## config.mk

```make
export PLATFORM = sky130hd
export DESIGN_NAME = tcm_channel_top
export DESIGN_NICKNAME = d
export VERILOG_FILES = /design/src/shared/tcm_pkg.sv /design/src/hw/tcm_channel_top.sv
export VERILOG_INCLUDE_DIRS = /design/src /design/src/shared
export SDC_FILE = /design/constraint.sdc
export NUM_CORES = 1
export LEC_CHECK = 0
export BUFFER_PORTS_ARGS = -buffer_cell sky130_fd_sc_hd__buf_2
export CORE_MARGIN = 3
export CORE_UTILIZATION = 50
export DETAILED_ROUTE_END_ITERATION = 10
export PLACE_DENSITY = 0.81
export SETUP_SLACK_MARGIN = 0.1
export SLEW_MARGIN = 20
export SYNTH_ARGS = -nofsm -noshare
export SYNTH_HDL_FRONTEND = slang
export SYNTH_SLANG_ARGS = --single-unit
```

## constraint.sdc

```tcl
create_clock -name clk_in -period 7.2 [get_ports clk_in]
set_clock_uncertainty 0.2 [all_clocks]
set_input_delay 1.08 -clock clk_in [delete_from_list [all_inputs] [get_ports clk_in]]
set_output_delay 1.08 -clock clk_in [all_outputs]
set_load 0.01 [all_outputs]
```

## src/shared/tcm_cfg.svh

```systemverilog
// Offsets, field positions, reset values and codes of the timer channel block
`ifndef TCM_CFG_SVH
`define TCM_CFG_SVH

// Register byte offsets, one aligned word each
`define TCM_OFS_TSC   8'h00
`define TCM_OFS_MOD   8'h04
`define TCM_OFS_CNT   8'h08
`define TCM_OFS_CSC   8'h0c
`define TCM_OFS_CVH   8'h10
`define TCM_OFS_CVL   8'h14

// Timer status/control field positions
`define TCM_TSC_CENTER_ALIGNED_PWM  5
`define TCM_TSC_CLKH  4
`define TCM_TSC_CLKL  3

// Channel status/control field positions
`define TCM_CSC_FLAG  7
`define TCM_CSC_IE    6

// Clock select codes
`define TCM_CLK_NONE  2'h0
`define TCM_CLK_BUS   2'h1
`define TCM_CLK_FIX   2'h2
`define TCM_CLK_EXT   2'h3

// Edge/level codes
`define TCM_EL_OFF    2'h0
`define TCM_EL_RISE   2'h1
`define TCM_EL_FALL   2'h2
`define TCM_EL_BOTH   2'h3

// Reset values and counter limits
`define TCM_RST_BYTE  8'h00
`define TCM_RST_WORD  16'h0000
`define TCM_CNT_MAX   16'hffff
`define TCM_ONE       16'h0001

`endif

```

## src/shared/tcm_pkg.sv

```systemverilog
// Types shared by the timer channel block
package tcm_pkg;

  typedef enum logic [1:0] {
    TCM_MODE_CAPTURE,
    TCM_MODE_COMPARE,
    TCM_MODE_EDGE_ALIGNED_PWM,
    TCM_MODE_CENTER_ALIGNED_PWM
  } tcm_mode_t;

  typedef struct packed {
    logic       channel_event_flag;
    logic       channel_irq_enable;
    logic       mode_select_high;
    logic       mode_select_low;
    logic       edge_level_high;
    logic       edge_level_low;
    logic [1:0] spare;
  } tcm_csc_t;

  typedef struct packed {
    logic       valid;
    logic       write;
    logic [7:0] addr;
  } tcm_bus_t;

  function automatic tcm_mode_t tcm_mode(input logic center_aligned_pwm, input tcm_csc_t c);
    if (center_aligned_pwm) begin
      return TCM_MODE_CENTER_ALIGNED_PWM;
    end else if (c.mode_select_high) begin
      return TCM_MODE_EDGE_ALIGNED_PWM;
    end else if (c.mode_select_low) begin
      return TCM_MODE_COMPARE;
    end
    return TCM_MODE_CAPTURE;
  endfunction

endpackage

```

## src/hw/tcm_channel_top.sv

```systemverilog
// Timer counter with one capture/compare/PWM channel behind an AHB-Lite slave
`timescale 1ns/1ps
`default_nettype none
`include "tcm_cfg.svh"

module tcm_channel_top
  import tcm_pkg::*;
(
  // Clock and reset
  input  wire logic        clk_in,
  input  wire logic        rst_in,
  // AHB-Lite slave
  input  wire logic        hsel_in,
  input  wire logic [31:0] haddr_in,
  input  wire logic [1:0]  htrans_in,
  input  wire logic        hwrite_in,
  input  wire logic [2:0]  hsize_in,
  input  wire logic [31:0] hwdata_in,
  input  wire logic        hready_in,
  output logic             hreadyout_out,
  output logic             hresp_out,
  output logic [31:0]      hrdata_out,
  // Debug and counter clock sources
  input  wire logic        debug_halt_in,
  input  wire logic        fixed_tick_in,
  input  wire logic        ext_clk_in,
  // Channel pin
  input  wire logic        chan_pin_in,
  output logic             chan_pin_out,
  output logic             chan_pin_oe_out,
  output logic             chan_pin_released_out
);

  // ----------------------------------------------------------------
  // Bus slave
  // ----------------------------------------------------------------
  tcm_bus_t    dph_q;
  logic        rwait_q;
  logic [31:0] hrdata_q;
  logic        acc;
  logic        wr_now;
  logic        rd_now;

  // Reads take one wait state so a write just before is seen
  assign hreadyout_out = ~rwait_q;
  assign hresp_out     = 1'b0;
  assign hrdata_out    = hrdata_q;
  assign acc    = hsel_in & htrans_in[1] & hready_in;
  assign wr_now = dph_q.valid & dph_q.write & ~rwait_q;
  assign rd_now = rwait_q;

  always_ff @(posedge clk_in or posedge rst_in) begin
    if (rst_in) begin
      dph_q   <= '0;
      rwait_q <= 1'b0;
    end else begin
      rwait_q <= hreadyout_out & acc & ~hwrite_in;
      if (hreadyout_out) begin
        dph_q <= '{valid: acc, write: hwrite_in, addr: haddr_in[7:0]};
      end
    end
  end

  logic tsc_wr, mod_wr, cnt_wr, csc_wr, cvh_wr, cvl_wr;
  logic csc_rd, cvh_rd, cvl_rd;
  assign tsc_wr = wr_now & (dph_q.addr == `TCM_OFS_TSC);
  assign mod_wr = wr_now & (dph_q.addr == `TCM_OFS_MOD);
  assign cnt_wr = wr_now & (dph_q.addr == `TCM_OFS_CNT);
  assign csc_wr = wr_now & (dph_q.addr == `TCM_OFS_CSC);
  assign cvh_wr = wr_now & (dph_q.addr == `TCM_OFS_CVH);
  assign cvl_wr = wr_now & (dph_q.addr == `TCM_OFS_CVL);
  assign csc_rd = rd_now & (dph_q.addr == `TCM_OFS_CSC);
  assign cvh_rd = rd_now & (dph_q.addr == `TCM_OFS_CVH);
  assign cvl_rd = rd_now & (dph_q.addr == `TCM_OFS_CVL);

  // ----------------------------------------------------------------
  // Timer control and counter
  // ----------------------------------------------------------------
  logic        center_aligned_pwm_q;
  logic [1:0]  clks_q;
  logic [15:0] mod_q;
  logic [15:0] cnt_q;
  logic        down_q;
  logic        step_q;
  logic        step_up_q;
  logic        ext_prev_q;
  logic        tick;
  logic [15:0] term;
  logic        halted;

  assign halted = debug_halt_in;
  assign term   = (mod_q == `TCM_RST_WORD) ? `TCM_CNT_MAX : mod_q;

  always_ff @(posedge clk_in or posedge rst_in) begin
    if (rst_in) begin
      center_aligned_pwm_q <= 1'b0;
      clks_q <= `TCM_CLK_NONE;
      mod_q  <= `TCM_RST_WORD;
    end else begin
      if (tsc_wr) begin
        center_aligned_pwm_q <= hwdata_in[`TCM_TSC_CENTER_ALIGNED_PWM];
        clks_q <= hwdata_in[`TCM_TSC_CLKH:`TCM_TSC_CLKL];
      end
      if (mod_wr) begin
        mod_q <= hwdata_in[15:0];
      end
    end
  end

  always_ff @(posedge clk_in or posedge rst_in) begin
    if (rst_in) begin
      ext_prev_q <= 1'b0;
    end else begin
      ext_prev_q <= ext_clk_in;
    end
  end

  // Counter freezes while halted; no prescaler stage
  always_comb begin
    case (clks_q)
      `TCM_CLK_BUS: tick = ~halted;
      `TCM_CLK_FIX: tick = ~halted & fixed_tick_in;
      `TCM_CLK_EXT: tick = ~halted & ext_clk_in & ~ext_prev_q;
      default:      tick = 1'b0;
    endcase
  end

  always_ff @(posedge clk_in or posedge rst_in) begin
    if (rst_in) begin
      cnt_q  <= `TCM_RST_WORD;
      down_q <= 1'b0;
    end else if (cnt_wr) begin
      cnt_q  <= `TCM_RST_WORD;
      down_q <= 1'b0;
    end else if (tick) begin
      if (!center_aligned_pwm_q) begin
        down_q <= 1'b0;
        cnt_q  <= (cnt_q >= term) ? `TCM_RST_WORD : cnt_q + `TCM_ONE;
      end else if (!down_q) begin
        if (cnt_q >= term) begin
          down_q <= 1'b1;
          cnt_q  <= cnt_q - `TCM_ONE;
        end else begin
          cnt_q <= cnt_q + `TCM_ONE;
        end
      end else if (cnt_q == `TCM_RST_WORD) begin
        down_q <= 1'b0;
        cnt_q  <= `TCM_ONE;
      end else begin
        cnt_q <= cnt_q - `TCM_ONE;
      end
    end
  end

  // Marks the cycle after the counter moved, when it shows its new value
  always_ff @(posedge clk_in or posedge rst_in) begin
    if (rst_in) begin
      step_q    <= 1'b0;
      step_up_q <= 1'b0;
    end else begin
      step_q    <= tick & ~cnt_wr;
      step_up_q <= tick & ~cnt_wr & ~(center_aligned_pwm_q & (down_q | (cnt_q >= term)));
    end
  end

  // ----------------------------------------------------------------
  // Channel mode and events
  // ----------------------------------------------------------------
  tcm_csc_t    csc_q;
  tcm_mode_t   mode;
  logic [1:0]  els;
  logic [15:0] val_q;
  logic        pin_prev_q;
  logic        armed_q;
  logic        is_cap;
  logic        is_pwm;
  logic        match;
  logic        cap_ev;
  logic        cmp_ev;
  logic        ev;
  logic        edge_hit;

  assign mode   = tcm_mode(center_aligned_pwm_q, csc_q);
  assign els    = {csc_q.edge_level_high, csc_q.edge_level_low};
  assign is_cap = (mode == TCM_MODE_CAPTURE);
  assign is_pwm = (mode == TCM_MODE_EDGE_ALIGNED_PWM) | (mode == TCM_MODE_CENTER_ALIGNED_PWM);
  assign match  = step_q & (cnt_q == val_q);

  always_comb begin
    case (els)
      `TCM_EL_RISE: edge_hit = chan_pin_in & ~pin_prev_q;
      `TCM_EL_FALL: edge_hit = ~chan_pin_in & pin_prev_q;
      `TCM_EL_BOTH: edge_hit = chan_pin_in ^ pin_prev_q;
      default:      edge_hit = 1'b0;
    endcase
  end

  // Spurious edge if the pin moved just before capture was chosen
  assign cap_ev = is_cap & edge_hit;
  // No flag for a zero value or a value above the modulo in either PWM mode
  assign cmp_ev = ~is_cap & match & ~(is_pwm & ((val_q == `TCM_RST_WORD) | (val_q > term)));
  assign ev     = cap_ev | cmp_ev;

  always_ff @(posedge clk_in or posedge rst_in) begin
    if (rst_in) begin
      pin_prev_q <= 1'b0;
    end else begin
      pin_prev_q <= chan_pin_in;
    end
  end

  always_ff @(posedge clk_in or posedge rst_in) begin
    if (rst_in) begin
      csc_q   <= '0;
      armed_q <= 1'b0;
    end else begin
      if (csc_wr) begin
        csc_q.channel_irq_enable <= hwdata_in[`TCM_CSC_IE];
        csc_q.mode_select_high   <= hwdata_in[5];
        csc_q.mode_select_low    <= hwdata_in[4];
        csc_q.edge_level_high    <= hwdata_in[3];
        csc_q.edge_level_low     <= hwdata_in[2];
      end
      if (ev) begin
        csc_q.channel_event_flag <= 1'b1;
        armed_q                  <= 1'b0;
      end else if (csc_wr) begin
        if (armed_q && !hwdata_in[`TCM_CSC_FLAG]) begin
          csc_q.channel_event_flag <= 1'b0;
        end
        armed_q <= 1'b0;
      end else if (csc_rd && csc_q.channel_event_flag) begin
        armed_q <= 1'b1;
      end
    end
  end

  // ----------------------------------------------------------------
  // Pin drive
  // ----------------------------------------------------------------
  logic out_q;
  logic ovf_up;

  assign ovf_up                = step_q & ~center_aligned_pwm_q & (cnt_q == `TCM_RST_WORD);
  assign chan_pin_out          = out_q;
  assign chan_pin_oe_out       = (els != `TCM_EL_OFF) & ~is_cap;
  assign chan_pin_released_out = (els == `TCM_EL_OFF);

  always_ff @(posedge clk_in or posedge rst_in) begin
    if (rst_in) begin
      out_q <= 1'b0;
    end else if (els != `TCM_EL_OFF) begin
      case (mode)
        TCM_MODE_COMPARE: begin
          if (match) begin
            out_q <= (els == `TCM_EL_RISE) ? ~out_q : (els == `TCM_EL_BOTH);
          end
        end
        TCM_MODE_EDGE_ALIGNED_PWM: begin
          // Compare before overflow so a zero value gives 0% duty
          if (match) begin
            out_q <= csc_q.edge_level_low;
          end else if (ovf_up) begin
            out_q <= ~csc_q.edge_level_low;
          end
        end
        TCM_MODE_CENTER_ALIGNED_PWM: begin
          if (match) begin
            out_q <= step_up_q ? csc_q.edge_level_low : ~csc_q.edge_level_low;
          end
        end
        default: begin
          out_q <= out_q;
        end
      endcase
    end
  end

  // ----------------------------------------------------------------
  // Channel value, write buffer and read latch
  // ----------------------------------------------------------------
  logic [15:0] wbuf_q;
  logic        got_hi_q;
  logic        got_lo_q;
  logic        pend_q;
  logic [15:0] rbuf_q;
  logic        rlat_q;
  logic        rfirst_hi_q;
  logic        buf_wr;
  logic        complete;
  logic [15:0] word;
  logic        load_pend;

  assign buf_wr   = ~halted & ~is_cap & (cvh_wr | cvl_wr);
  assign complete = buf_wr & ((cvh_wr & got_lo_q) | (cvl_wr & got_hi_q));
  assign word     = {cvh_wr ? hwdata_in[7:0] : wbuf_q[15:8], cvl_wr ? hwdata_in[7:0] : wbuf_q[7:0]};
  assign load_pend = pend_q & ((clks_q == `TCM_CLK_NONE)
                     | ((mode == TCM_MODE_COMPARE) & tick)
                     | (is_pwm & tick & ~down_q & (cnt_q == term - `TCM_ONE)));

  always_ff @(posedge clk_in or posedge rst_in) begin
    if (rst_in) begin
      val_q <= `TCM_RST_WORD;
    end else if (cap_ev) begin
      val_q <= cnt_q;
    end else if (!is_cap) begin
      if (halted && cvh_wr) begin
        val_q[15:8] <= hwdata_in[7:0];
      end else if (halted && cvl_wr) begin
        val_q[7:0] <= hwdata_in[7:0];
      end else if (complete && clks_q == `TCM_CLK_NONE) begin
        val_q <= word;
      end else if (load_pend) begin
        val_q <= wbuf_q;
      end
    end
  end

  always_ff @(posedge clk_in or posedge rst_in) begin
    if (rst_in) begin
      wbuf_q   <= `TCM_RST_WORD;
      got_hi_q <= 1'b0;
      got_lo_q <= 1'b0;
      pend_q   <= 1'b0;
    end else if (csc_wr) begin
      got_hi_q <= 1'b0;
      got_lo_q <= 1'b0;
      pend_q   <= 1'b0;
    end else if (buf_wr) begin
      wbuf_q <= word;
      if (complete) begin
        got_hi_q <= 1'b0;
        got_lo_q <= 1'b0;
        pend_q   <= (clks_q != `TCM_CLK_NONE);
      end else begin
        got_hi_q <= got_hi_q | cvh_wr;
        got_lo_q <= got_lo_q | cvl_wr;
      end
    end else if (load_pend) begin
      pend_q <= 1'b0;
    end
  end

  always_ff @(posedge clk_in or posedge rst_in) begin
    if (rst_in) begin
      rbuf_q      <= `TCM_RST_WORD;
      rlat_q      <= 1'b0;
      rfirst_hi_q <= 1'b0;
    end else if (csc_wr) begin
      rlat_q <= 1'b0;
    end else if (!halted && is_cap && (cvh_rd || cvl_rd)) begin
      if (!rlat_q) begin
        rlat_q      <= 1'b1;
        rbuf_q      <= val_q;
        rfirst_hi_q <= cvh_rd;
      end else if (cvh_rd != rfirst_hi_q) begin
        rlat_q <= 1'b0;
      end
    end
  end

  // ----------------------------------------------------------------
  // Read data
  // ----------------------------------------------------------------
  logic [15:0] val_view;
  assign val_view = (rlat_q & ~halted & is_cap) ? rbuf_q : val_q;

  always_ff @(posedge clk_in or posedge rst_in) begin
    if (rst_in) begin
      hrdata_q <= '0;
    end else if (rd_now) begin
      if (dph_q.addr == `TCM_OFS_TSC) begin
        hrdata_q <= {26'h0, center_aligned_pwm_q, clks_q, 3'h0};
      end else if (dph_q.addr == `TCM_OFS_MOD) begin
        hrdata_q <= {16'h0, mod_q};
      end else if (dph_q.addr == `TCM_OFS_CNT) begin
        hrdata_q <= {16'h0, cnt_q};
      end else if (dph_q.addr == `TCM_OFS_CSC) begin
        hrdata_q <= {24'h0, csc_q[7:2], 2'h0};
      end else if (dph_q.addr == `TCM_OFS_CVH) begin
        hrdata_q <= {24'h0, val_view[15:8]};
      end else if (dph_q.addr == `TCM_OFS_CVL) begin
        hrdata_q <= {24'h0, val_view[7:0]};
      end else begin
        hrdata_q <= '0;
      end
    end
  end
endmodule
`default_nettype wire

```

* Yosys cells after proc, flatten, opt, wreduce, memory -nomap -nowiden
Cells that the tools add are included.
** Storage, ports and cells
- Logic and storage cells :: 233
- Output and inout bits :: 37
- Bits in registers :: 144
- Input bits :: 78
** Operators by class
- Add/sub/neg operators :: 3
- Equality and inequality tests :: 24
- Order comparisons :: 2
- Mux-type cells :: 67
- Reduce and logical (&&, ||, !) cells :: 36
- Bitwise logic cells :: 70
** Operators with widths (number)
- 16-bit 2-to-1 mux :: 16
- 8-bit 2-to-1 mux :: 9
- 16-bit logical NOT :: 3
- 1-bit AND :: 43
- 1-bit 2-to-1 mux :: 35
- 16-bit == test :: 2
- 16-bit by 1-bit subtractor with 16-bit output, second input constant :: 2
- 16-bit by 1-bit adder with 16-bit output, second input constant :: 1
- 8-bit by 4-bit == test with 1-bit output, second input constant :: 2
- 8-bit by 5-bit == test with 1-bit output, second input constant :: 2
- 16-bit greater-or-equal comparator :: 1
- 16-bit greater-than comparator :: 1
- 1-bit NOT :: 16
- 2-bit nonzero test :: 7
- 2-bit == test, second input constant :: 6
- 1-bit bitwise OR :: 10
- 1-bit one-hot mux with 3 select lines :: 3
- 3-bit AND reduction :: 3
- 3-bit nonzero test :: 3
- 8-bit by 3-bit == test with 1-bit output, second input constant :: 1
- 8-bit logical NOT :: 1
- 2-bit 2-to-1 mux :: 4
- 4-bit nonzero test :: 2
- 1-bit logical AND :: 7
- other kinds (12) :: 22

* Logic depth before layout (Yosys ltp)
- Word-level depth :: 17
- Gate-level depth with buffers :: 19
- Mapped depth without buffers :: 14

* Least setup slack after synthesis
Ideal clock, no wire load.
- Path type :: register to register
- Start point :: reg mod_q[3]
- End point :: reg val_q[10]
- Clock period less this slack :: 5.028 ns
- Buffers on the path :: 4
- Cell stages (with the launch flop) :: 18
- Data required time :: 6.872 ns
- Setup time :: 0.128 ns
- Data arrival time :: 4.700 ns
- Setup slack :: 2.172 ns
- Cells stage by stage :: dfrtp_1 > buf_4 > nor4_1 > and4_1 > clkbuf_2 > clkbuf_1 > buf_1 > nor2_1 > ha_1 > nor3b_1 > xnor2_1 > xnor2_1 > or3b_2 > o21ai_0 > or4bb_1 > o31a_1 > o21a_1 > mux2_1
** Between the ends
- Longest elaborated chain between the ends :: 9
** RTL lines
- from (decl) :: line tcm_channel_top.sv:81 : logic [15:0] mod_q;
- from (signal assigned) :: line tcm_channel_top.sv:98 : mod_q <= `TCM_RST_WORD;
- from (signal assigned) :: line tcm_channel_top.sv:105 : mod_q <= hwdata_in[15:0];
- 16-bit logical NOT (no line)
- 16-bit 2-to-1 mux * :: line tcm_channel_top.sv:92 : assign term = (mod_q == `TCM_RST_WORD) ? `TCM_CNT_MAX : mod_q;
- 16-bit by 1-bit subtractor with 16-bit output (no line) *
- 16-bit == test (no line) *
- 1-bit AND * :: line tcm_channel_top.sv:299 : | (is_pwm & tick & ~down_q & (cnt_q == term - `TCM_ONE)));
- 1-bit bitwise OR * :: line tcm_channel_top.sv:297 : assign load_pend = pend_q & ((clks_q == `TCM_CLK_NONE)
- 1-bit AND * :: line tcm_channel_top.sv:297
- 4-bit nonzero test (no line) *
- 3-bit AND reduction (no line) *
- to (signal assigned) :: line tcm_channel_top.sv:303 : val_q <= `TCM_RST_WORD;
- to (signal assigned) :: line tcm_channel_top.sv:305 : val_q <= cnt_q;
- to (signal assigned) :: line tcm_channel_top.sv:308 : val_q[15:8] <= hwdata_in[7:0];
- to (decl) :: line tcm_channel_top.sv:172 : logic [15:0] val_q;
Mark *: on every way between the ends. The rest lies on a longest branch, timed or not.
A chain may end at the register's enable or synchronous reset.

* Worst setup path after layout
- Start point :: reg mod_q[7]
- End point :: reg val_q[9]
Same word-level chain as after synthesis.

==> results.tsv <==
metric	value	unit
async_flop_share	1.00	
synth_area	9050	um^2
grt_overflow	0	
fmax	170	MHz
rr_worst_depth	12	
cp-start-kind	register	
min_period	5.89	ns
critical_path_arrival	6.01	ns
status	completed	
ys.flop_type	dfrtp_1	
hpwl	18600	um
wire_per_inst	21.8	um
ys_seq_area_frac	0.354	
cap_viol_max_count	0	
drt-vias-per-instance	6.65	
total_power	0.00225	W
grt_usage	0.271	
p_leak	4.58	nW
area_growth	10.2	%
fin_tns_setup	0	ns
coreArea	17500	um^2
synthMostInstantiatedCell	dfrtp_1	
die_x	141	um
yosysWarnings	0	
nets	1113	
holdPathStages	1	
worstSetupPathType	register to register	
cts.clk_slew.worst_paths	0.06	ns
drt-total-wl	26900	um
io_pins	115	
grt_pass1_wl	42700	um
layout-drive-gt1-share	0.191	
synth_common_cells	dfrtp_1 (128), nor2_1 (90), mux2_2 (71)	
grt_pass1_vias	7911	
hold_viol_final	0	
worstHoldPathType	register to register	
ir_drop	197	uV
power_density	225	nW/um^2
gp_congestion	1.01	
drtIter0Drc	1212	
cts_max_level	4	
slew_violations	0	
cts_setup_buffers	0	
synth-edff-count	0	
min_period_over_period	0.818	
start_util	0.516	
die_h	141	um
rsz0062_at_grt	no	
rows	48	
cts_buffer_depth	2	
synth_area_leader_cell	dfrtp_1	
cp_max_fo	26	
cts_tree	built	
synthTopCellsByArea	dfrtp_1 (35%), mux2_2 (8.8%), ha_1 (5.3%)	
cts_resized	0	
avgSynthCellArea	9.27	um^2
clkLatencyLatePin	0.44	ns
worst_pin_slew	0.957	ns
dieArea	19800	um^2
antenna_found_initial	0	
syn_inst	977	
critPathCaptureType	register	
dr_total_vias	8215	
grt_max_degree	69	
pre_cts_ws	1.56	ns
ant_nets	0	
route.detailed.drc	0	
cts_made_buffers	17	
yosysTopAreaCellShare	0.354	
setup_viol	0	
clockRootBuffer	clkbuf_16	
hold_buffers	0	
clock_sinks	128	
portBuffers	53	
synth-seq-cells	128	
worstPathRequired	7.31	ns
diodes	0	
setup_ws	1.31	ns
post_synth_num_cell_types	75	
slew_headroom	0.359	
drt_pass1_iterations	6	
## power breakdown
part | total, W | internal (W) | switching [W]
clock network | 0.000859 | 0.000512 | 0.000347
registers | 0.000894 | 0.000766 | 0.000128
logic | 0.000494 | 0.000217 | 0.000277
total | 0.00225 | 0.00149 | 0.000752
## worst paths after layout
kind / start / end / slack [ns]
max: mod_q[7] / val_q[9] / 1.31
min: got_hi_q / got_lo_q / 0.29
max reg2reg: mod_q[7] / val_q[9] / 1.31
min reg2reg: got_hi_q / got_lo_q / 0.29
max in group asynchronous: rst_in / hrdata_out[13] / 4.87
min in group asynchronous: rst_in / wbuf_q[11] / 0.58
## routing by layer
layer	track usage	vias up	wire length, um
li1	-	3645	-
met1	0.368	3930	10800
met2	0.420	557	12100
met3	0.0594	83	3100
met4	0.118	0	955
met5	0	-	0
## kinds of logic after synthesis
kind of cell	after synthesis	synth area share
and+or+nand+nor	326	0.183
muxes	110	0.142
xor gates and xnor gates	48	0.0495
AOI/OAI and AO/OA	222	0.168
DFF	128	0.354
other	1	0.000414
adders and majority gates	38	0.0525
buffers and inverters	104	0.0515
## stage by stage
step / cell area (um^2) / hold slack [ns] / std cells / util
after floorplan: 9110 / 0.246 / 993 / -
after global placement: 9390 / 0.269 / 1203 / 0.535
after detailed placement: 9390 / 0.277 / 1203 / 0.535
after CTS: 9970 / 0.294 / 1235 / 0.569
after global routing: 9980 / 0.317 / 1235 / 0.569
final: 9980 / 0.291 / 1235 / 0.569
## cell usage in the layout (no fill, tap or decap), drive strengths merged, types with 5 or more instances in the layout
master and count:
a21oi 50, nor4 20, o211ai 7, nand3 28, a21o 20, or4 14
nand4 18, o21a 7, or3 7, a211oi 6, and2 8, nor2b 6
and3 15, inv 24, nor3b 6, buf 66, nor3 26, ha 38
nand2b 6, mux2i 26, xor2 11, o22ai 14, clkbuf 21, conb 17
a221oi 13, nand2 65, o21ai 44, a31oi 7, xnor2 35, o31ai 8
dfrtp 128, clkinvlp 5, mux4 6, nor2 90, mux2 78, a22o 5
## flip-flops by register name, indices dropped and copies added (netlist names), 2 cells and up
register,flops
cnt_q,16
hrdata_out,16
mod_q,16
rbuf_q,16
val_q,16
wbuf_q,16
dph_q,10
csc_q,6
clks_q,2
## worst max-delay path, stage by stage, from the launching register on
cell and delay [ns]:
dfrtp_1 0.53, nor4_1 0.67, and4_1 0.94, nor2_1 0.20, ha_1 0.36, xnor2_1 0.13
nor4_1 0.56, o211ai_1 0.16, or4_1 0.49, or3b_2 0.47, o31a_1 0.39, o21a_1 0.34
mux2_1 0.34
## area by class of cell
| class | count | area, um^2 |
|---|---|---|
| Fill cell | 1487 | 7550 |
| Multi-Input combinational cell | 761 | 5460 |
| Sequential cell | 128 | 3200 |
| Clock buffer | 21 | 480 |
| Timing Repair Buffer | 66 | 363 |
| Tap cell | 225 | 282 |
| Clock inverter | 11 | 104 |
| Inverter | 23 | 88.8 |
Note: power is estimated with default switching activity, not from simulation.
